**src/aid_defs.vh**
```
/*
 * Constants for the addition decode and execute block: opcodes,
 * operand addressing codes, fetch and execute cycle counts, and flag
 * bit positions.
 * Assumes one plain include per design file; definitions only.
 */
// Operation
// - carry sum, opcodes 12..17, adds carry
// - plain sum, opcodes 02..07, no carry
// - extended forms: 18, 19, 08, 09
// - C Z S V H from result, D cleared
// - fetch takes 2, 3 or 4 cycles
// - execute takes 3, or 4 when indirect
`ifndef AID_DEFS_VH
`define AID_DEFS_VH

// opcodes, high nibble picks carry, low nibble picks addressing
`define AID_OP_SUM_RR 8'h02
`define AID_OP_SUM_EXT_IMM 8'h09
`define AID_OP_ADC_RR 8'h12
`define AID_OP_ADC_EXT_IMM 8'h19
`define AID_OP_HI_SUM 4'h0
`define AID_OP_HI_ADC 4'h1
`define AID_OP_LO_WR_WR 4'h2
`define AID_OP_LO_WR_WRI 4'h3
`define AID_OP_LO_FR_FR 4'h4
`define AID_OP_LO_FR_FRI 4'h5
`define AID_OP_LO_FR_IMM 4'h6
`define AID_OP_LO_FRI_IMM 4'h7
`define AID_OP_LO_EXT_EXT 4'h8
`define AID_OP_LO_EXT_IMM 4'h9

// operand addressing codes
`define AID_MODE_WR 3'h0
`define AID_MODE_WR_IND 3'h1
`define AID_MODE_FR 3'h2
`define AID_MODE_FR_IND 3'h3
`define AID_MODE_IMM 3'h4
`define AID_MODE_EXT 3'h5
`define AID_MODE_NONE 3'h7

// cycle counts
`define AID_FETCH_WR 3'h2
`define AID_FETCH_FR 3'h3
`define AID_FETCH_EXT 3'h4
`define AID_EXEC_DIRECT 3'h3
`define AID_EXEC_INDIRECT 3'h4

// flag register bit positions and reset value
`define AID_FLAG_C 7
`define AID_FLAG_Z 6
`define AID_FLAG_S 5
`define AID_FLAG_V 4
`define AID_FLAG_D 3
`define AID_FLAG_H 2
`define AID_FLAGS_RESET 8'h00

`endif
```
**src/aid_core.v**
```verilog
/*
 * Decode and execute unit for the twelve addition opcodes and their
 * extended forms. Takes an opcode with its two operand values, walks
 * the fetch and execute phases for the documented cycle counts, then
 * hands back the sum, a write strobe and the updated flag byte.
 * Assumes the surrounding core fetches operands for the reported
 * addressing modes and writes the result to the destination itself.
 * All inputs come from logic on clk_in; none is synchronised.
 */
`timescale 1ns/1ps
`include "aid_defs.vh"

module aid_core #(
	parameter DATA_W = 8
) (
	// clock and reset
	input wire clk_in,
	input wire rstn_in,
	// instruction request
	input wire start_in,
	input wire [7:0] opcode_in,
	input wire [DATA_W-1:0] dst_val_in,
	input wire [DATA_W-1:0] src_val_in,
	// flag load from other instructions
	input wire flags_wr_in,
	input wire [7:0] flags_data_in,
	// decode report
	output wire busy_out,
	output wire fetch_phase_out,
	output wire [2:0] dst_mode_out,
	output wire [2:0] src_mode_out,
	// completion
	output wire done_out,
	output wire illegal_out,
	output wire result_wr_out,
	output wire [DATA_W-1:0] result_out,
	output wire [7:0] flags_out
);

	localparam ST_IDLE = 2'h0;
	localparam ST_FETCH = 2'h1;
	localparam ST_EXEC = 2'h2;

	// decode word: valid, carry, dst mode, src mode, fetch, exec
	function [13:0] aid_decode;
		input [7:0] op;
		reg carry_use;
		reg ok;
		reg [2:0] dm;
		reg [2:0] sm;
		reg [2:0] fc;
		reg [2:0] ec;
		begin
			carry_use = (op[7:4] == `AID_OP_HI_ADC);
			ok = (op[7:4] == `AID_OP_HI_SUM) ||
				(op[7:4] == `AID_OP_HI_ADC);
			dm = `AID_MODE_NONE;
			sm = `AID_MODE_NONE;
			fc = `AID_FETCH_WR;
			ec = `AID_EXEC_DIRECT;
			case (op[3:0])
			`AID_OP_LO_WR_WR: begin
				dm = `AID_MODE_WR;
				sm = `AID_MODE_WR;
			end
			`AID_OP_LO_WR_WRI: begin
				dm = `AID_MODE_WR;
				sm = `AID_MODE_WR_IND;
				ec = `AID_EXEC_INDIRECT;
			end
			`AID_OP_LO_FR_FR: begin
				dm = `AID_MODE_FR;
				sm = `AID_MODE_FR;
				fc = `AID_FETCH_FR;
			end
			`AID_OP_LO_FR_FRI: begin
				dm = `AID_MODE_FR;
				sm = `AID_MODE_FR_IND;
				fc = `AID_FETCH_FR;
				ec = `AID_EXEC_INDIRECT;
			end
			`AID_OP_LO_FR_IMM: begin
				dm = `AID_MODE_FR;
				sm = `AID_MODE_IMM;
				fc = `AID_FETCH_FR;
			end
			`AID_OP_LO_FRI_IMM: begin
				dm = `AID_MODE_FR_IND;
				sm = `AID_MODE_IMM;
				fc = `AID_FETCH_FR;
				ec = `AID_EXEC_INDIRECT;
			end
			`AID_OP_LO_EXT_EXT: begin
				dm = `AID_MODE_EXT;
				sm = `AID_MODE_EXT;
				fc = `AID_FETCH_EXT;
			end
			`AID_OP_LO_EXT_IMM: begin
				dm = `AID_MODE_EXT;
				sm = `AID_MODE_IMM;
				fc = `AID_FETCH_EXT;
			end
			default: begin
				ok = 1'b0;
			end
			endcase
			aid_decode = {ok, carry_use, dm, sm, fc, ec};
		end
	endfunction

	wire [13:0] dec_word;
	reg [1:0] state_reg;
	reg [1:0] state_next;
	reg [2:0] cnt_reg;
	reg [2:0] cnt_next;
	reg [2:0] exec_len_reg;
	reg use_carry_reg;
	reg carry_in_reg;
	reg [DATA_W-1:0] dst_reg;
	reg [DATA_W-1:0] src_reg;
	reg [2:0] dst_mode_reg;
	reg [2:0] src_mode_reg;
	reg busy_reg;
	reg fetch_phase_reg;
	reg done_reg;
	reg illegal_reg;
	reg result_wr_reg;
	reg [DATA_W-1:0] result_reg;
	reg [7:0] flags_reg;
	reg [DATA_W:0] sum_full;
	reg [4:0] half_sum;
	reg ovf;
	reg finish;

	assign dec_word = aid_decode(opcode_in);

	// sum and flag terms from the latched operands
	always @* begin
		sum_full = {1'b0, dst_reg} + {1'b0, src_reg} +
			{{DATA_W{1'b0}}, use_carry_reg & carry_in_reg};
		half_sum = {1'b0, dst_reg[3:0]} + {1'b0, src_reg[3:0]} +
			{4'h0, use_carry_reg & carry_in_reg};
		ovf = (dst_reg[DATA_W-1] == src_reg[DATA_W-1]) &&
			(sum_full[DATA_W-1] != dst_reg[DATA_W-1]);
	end

	// phase sequencing; counter holds cycles left minus one
	always @* begin
		state_next = state_reg;
		cnt_next = cnt_reg;
		finish = 1'b0;
		case (state_reg)
		ST_IDLE: begin
			if (start_in && dec_word[13]) begin
				state_next = ST_FETCH;
				cnt_next = dec_word[5:3] - 3'h1;
			end
		end
		ST_FETCH: begin
			if (cnt_reg == 3'h0) begin
				state_next = ST_EXEC;
				cnt_next = exec_len_reg - 3'h1;
			end else begin
				cnt_next = cnt_reg - 3'h1;
			end
		end
		ST_EXEC: begin
			if (cnt_reg == 3'h0) begin
				state_next = ST_IDLE;
				finish = 1'b1;
			end else begin
				cnt_next = cnt_reg - 3'h1;
			end
		end
		default: begin
			state_next = ST_IDLE;
			cnt_next = 3'h0;
		end
		endcase
	end

	// state, counter and phase outputs
	always @(posedge clk_in) begin
		if (!rstn_in) begin
			state_reg <= ST_IDLE;
			cnt_reg <= 3'h0;
			busy_reg <= 1'b0;
			fetch_phase_reg <= 1'b0;
		end else begin
			state_reg <= state_next;
			cnt_reg <= cnt_next;
			busy_reg <= (state_next != ST_IDLE);
			fetch_phase_reg <= (state_next == ST_FETCH);
		end
	end

	// operand and decode capture on an accepted start
	always @(posedge clk_in) begin
		if (!rstn_in) begin
			exec_len_reg <= `AID_EXEC_DIRECT;
			use_carry_reg <= 1'b0;
			carry_in_reg <= 1'b0;
			dst_reg <= {DATA_W{1'b0}};
			src_reg <= {DATA_W{1'b0}};
			dst_mode_reg <= `AID_MODE_NONE;
			src_mode_reg <= `AID_MODE_NONE;
		end else if (state_reg == ST_IDLE && start_in &&
			dec_word[13]) begin
			exec_len_reg <= dec_word[2:0];
			// carry only for the carry opcodes
			use_carry_reg <= dec_word[12];
			carry_in_reg <= flags_reg[`AID_FLAG_C];
			dst_reg <= dst_val_in;
			src_reg <= src_val_in;
			dst_mode_reg <= dec_word[11:9];
			src_mode_reg <= dec_word[8:6];
		end
	end

	// completion strobes and result
	always @(posedge clk_in) begin
		if (!rstn_in) begin
			done_reg <= 1'b0;
			illegal_reg <= 1'b0;
			result_wr_reg <= 1'b0;
			result_reg <= {DATA_W{1'b0}};
		end else begin
			// unknown opcode answers at once, no write
			illegal_reg <= (state_reg == ST_IDLE) && start_in &&
				!dec_word[13];
			done_reg <= finish || ((state_reg == ST_IDLE) &&
				start_in && !dec_word[13]);
			result_wr_reg <= finish;
			if (finish)
				result_reg <= sum_full[DATA_W-1:0];
		end
	end

	// flag byte; instruction update wins over a load
	always @(posedge clk_in) begin
		if (!rstn_in) begin
			flags_reg <= `AID_FLAGS_RESET;
		end else if (finish) begin
			flags_reg[`AID_FLAG_C] <= sum_full[DATA_W];
			flags_reg[`AID_FLAG_Z] <= (sum_full[DATA_W-1:0] ==
				{DATA_W{1'b0}});
			flags_reg[`AID_FLAG_S] <= sum_full[DATA_W-1];
			flags_reg[`AID_FLAG_V] <= ovf;
			flags_reg[`AID_FLAG_D] <= 1'b0;
			flags_reg[`AID_FLAG_H] <= half_sum[4];
		end else if (flags_wr_in) begin
			flags_reg <= flags_data_in;
		end
	end

	// outputs straight from flip-flops
	assign busy_out = busy_reg;
	assign fetch_phase_out = fetch_phase_reg;
	assign dst_mode_out = dst_mode_reg;
	assign src_mode_out = src_mode_reg;
	assign done_out = done_reg;
	assign illegal_out = illegal_reg;
	assign result_wr_out = result_wr_reg;
	assign result_out = result_reg;
	assign flags_out = flags_reg;

endmodule

```
**config.mk**
```make
export PLATFORM = sky130hd
export DESIGN_NAME = aid_core
export DESIGN_NICKNAME = d
export VERILOG_FILES = /design/src/aid_core.v
export VERILOG_INCLUDE_DIRS = /design/src
export SDC_FILE = /design/constraint.sdc
export NUM_CORES = 1
export LEC_CHECK = 0
export BUFFER_PORTS_ARGS = -buffer_cell sky130_fd_sc_hd__buf_4
export CAP_MARGIN = 20
export CORE_UTILIZATION = 55
export DETAILED_ROUTE_END_ITERATION = 16
export GPL_TIMING_DRIVEN = 0
export HOLD_SLACK_MARGIN = 0.08
export PLACE_DENSITY = 0.89
export SLEW_MARGIN = 5
export SYNTH_ARGS = -nofsm -noshare
export SYNTH_HDL_FRONTEND = slang
export SYNTH_SLANG_ARGS = --single-unit
```
**constraint.sdc**
```tcl
create_clock -name clk_in -period 5.05 [get_ports clk_in]
set_input_delay 0.2525 -clock clk_in [delete_from_list [all_inputs] [get_ports clk_in]]
set_output_delay 0.2525 -clock clk_in [all_outputs]
set_load 0.01 [all_outputs]
```
==> metrics.txt <==
vias in the first global route 2167; Slew Limit Fails 0; Gate power share 11.2%; Clock Skew 0.00637 ns; r2r startpoint use_carry_reg$_SDFFE_PN0P_; Mean Syn Cell Area 8.68 um2; die height 70.2 um; Yosys cell types 50; critical path's top delay family compound AO/OA/AOI/OAI gates; endpoint of the worst register-to-register path result_out[6]$_SDFFE_PN0P_; share of cells above drive strength 1 23.6%; CP bufs+invs 1; P_sw 0.179 mW; Worst-Margin Slew 0.548 ns; CTS Buf Count 5; Flop pwr share 57.6%; Worst VDD drop 153 uV; power density cells 234 mW/mm2; Remaining Overflow, GRT 0; Post-CTS Resized 0; area grow syn2layout 22.7%; post-route minimum period 2.26 ns; CTS Buffer Depth 2; Post-CTS Hold Buffers 0; cell mode on critical path fa_1; largest net degree at the start of global routing 16; Crit path required time 5.29 ns; max cap viols 0; critical path capture point type flip-flop; Startpoint Class flip-flop; WS Path Type reg -> reg; area leader, netlist dfxtp_1; Root Driver clkbuf_8; Hold Startpoint dst_val_in[0]; worst hold stages 3; status finished clean; Primary FF master, synth dfxtp_1; Worst Hold Path EP dst_reg[0]$_SDFFE_PN0P_; final period utilization 44.7%; Max Freq 443 MHz; Storage cell area 0.00104 mm2; Worst R2R Setup Slack 2.79 ns; antenna violations before repair 0; share of the synthesized area in the top cell type 40.7%; number of core rows 24; n_diodes 0; Pleak 1.36 nW; number of DRC markers after the initial detailed-route iteration 116; total wire length 5800 um; setup_tns 0 ns; Syn. warnings 0; Die ar. 0.00493 mm2; WL per Instance 14.1 um; first-pass GRT wire length 9720 um; RSZ-0062 raised after global routing no; area of the multi-input gates 0.00140 mm2; Setup-failing EPs final 0; number of port buffers 58; synthesized flop and latch total 52; Internal Power 0.556 mW; via count 2293; Hold WC Path Type in -> reg; async set-reset flop share out of synthesis 0%; Synth Instances 295; starting density of the core 58.0%; sequential share of the synthesized area 40.7%; vias per inst 5.57; Num Clock Sinks 52; Hold Slack 0.185 ns; Final Util 71.2%; Clk pwr share 31.2%; synth top area cells dfxtp_1 (41%), nand2_1 (9.2%), a21boi_1 (6.5%); CTS tree done; DIE WIDTH 70.2 um; Post-DP HPWL 4400 um; DP Area 0.00306 mm2; overall routing resource usage 24.7%; CP max stage cell fa_1; Placed Cells 405; delay of the slowest critical-path stage 0.42 ns; final instance area 0.00314 mm2; Hold Vio Cnt, Final 0; RePlAce Congestion 0.838; Sw Ratio 24.3%; DRT Pass-1 Iters 4; # fillers 349; post-CTS setup buffers 0; CTS clk-pin slew, worst paths 0.09 ns; core area 0.00441 mm2; worst relative slew slack 63.5%; Top Ports 63; crit path DAT 2.50 ns; DRC viols 0; crit-path max FO 3; Final nets 407; Cell Count, Final, Fillers Out 412; mapped cell area 0.00256 mm2; synthesized net count 342; Skew-Pair Late Insertion Delay 0.31 ns; Post-synth EDFFs 0; reg2reg path depth 9; DRT antenna net count 0; H-Tree Depth 2; crit-path cells and2_1 > fa_1 > inv_1 > fa_1 > nor2b_1 > o211a_1 > o31a_1 > a211o_1 > a21boi_1
routing by layer:
layer	track usage [%]	wire length, um
met4	7.78	72
met2	42.2	2920
met5	0	0
met3	5.05	283
met1	31.0	2520
placed cells by master, fill, tap and decap left out, drive strengths merged, types with 4 or more instances in the layout:
master	instances
and2	5
dfxtp	52
o31ai	4
o21ai	15
nand3	6
a21boi	25
mux2i	5
nand2	63
o2111ai	4
xnor2	5
nor2	16
a21oi	13
ha	9
clkbuf	13
buf	67
inv	10
nor2b	5
worst max-delay path by stage:
stage                                     from                          to  slack [ns]  cells past startpoint
floorplan           use_carry_reg$_SDFFE_PN0P_  result_out[6]$_SDFFE_PN0P_        2.99                      9
detailed placement  use_carry_reg$_SDFFE_PN0P_  result_out[6]$_SDFFE_PN0P_        2.83                      9
CTS                 use_carry_reg$_SDFFE_PN0P_  result_out[6]$_SDFFE_PN0P_        2.80                      9
global placement    use_carry_reg$_SDFFE_PN0P_  result_out[6]$_SDFFE_PN0P_        2.88                      9
finish              use_carry_reg$_SDFFE_PN0P_  result_out[6]$_SDFFE_PN0P_        2.79                      9
global route        use_carry_reg$_SDFFE_PN0P_  result_out[6]$_SDFFE_PN0P_        2.68                      9
cell usage after synthesis (all sizes together), types with 3 or more instances:
library cell / count
nand2b: 3
nor3b: 3
o211a: 3
xnor2: 5
ha: 9
nor2b: 5
a21oi: 13
o2111ai: 4
nand3: 6
nor3: 3
a21boi: 25
o31ai: 4
and2: 5
o21ai: 15
clkbuf: 8
mux2i: 5
inv: 10
nor2: 16
nand2: 63
o21a: 3
dfxtp: 52
buf: 9
final cells by class:
type,instances,share of cell area [%]
multi-input cells,216,44.6
flip-flops and latches,52,33.1
repair buffers,58,13.9
plain buffers,17,2.55
clock buffers,5,2.19
well taps,52,2.07
inverters,10,1.19
clock inverters,2,0.398
cells by family (layout without fill, tap and decap cells):
kind of cell             count (synthesis)  after routing  share of synthesized area [%]
flip-flops                              52             52                           40.7
buffers and inverters                   27             92                           4.59
adder cells (fa/ha/maj)                 12             12                           6.35
AO/OA/AOI/OAI                           82             82                           23.9
AND/OR/NAND/NOR                        108            108                           19.2
XOR/XNOR                                 7              7                           2.39
multiplexers                             7              7                           2.83
power groups by stage:
stage / clock, mW / combinational [mW] / sequential, mW
after detailed placement: 0 / 0.0815 / 0.432
final: 0.229 / 0.0822 / 0.423
after global placement: 0 / 0.0795 / 0.432
after floorplan: 0 / 0.0400 / 0.435
after global routing: 0.248 / 0.0893 / 0.424
after CTS: 0.229 / 0.0823 / 0.423
worst reg2reg max path, stage by stage, from the launching register on:
cell and delay, ns:
dfxtp_1 0.32, and2_1 0.16, fa_1 0.42, inv_1 0.10, fa_1 0.22, nor2b_1 0.08
o211a_1 0.22, o31a_1 0.27, a211o_1 0.28, a21boi_1 0.13
stage by stage:
stage	worst slack, ns	power (mW)
after floorplan	2.99	0.475
after global placement	2.88	0.512
after detailed placement	2.83	0.514
after CTS	2.80	0.734
after global routing	2.68	0.761
final	2.79	0.734
No activity file was read; power rests on OpenSTA's default activity.
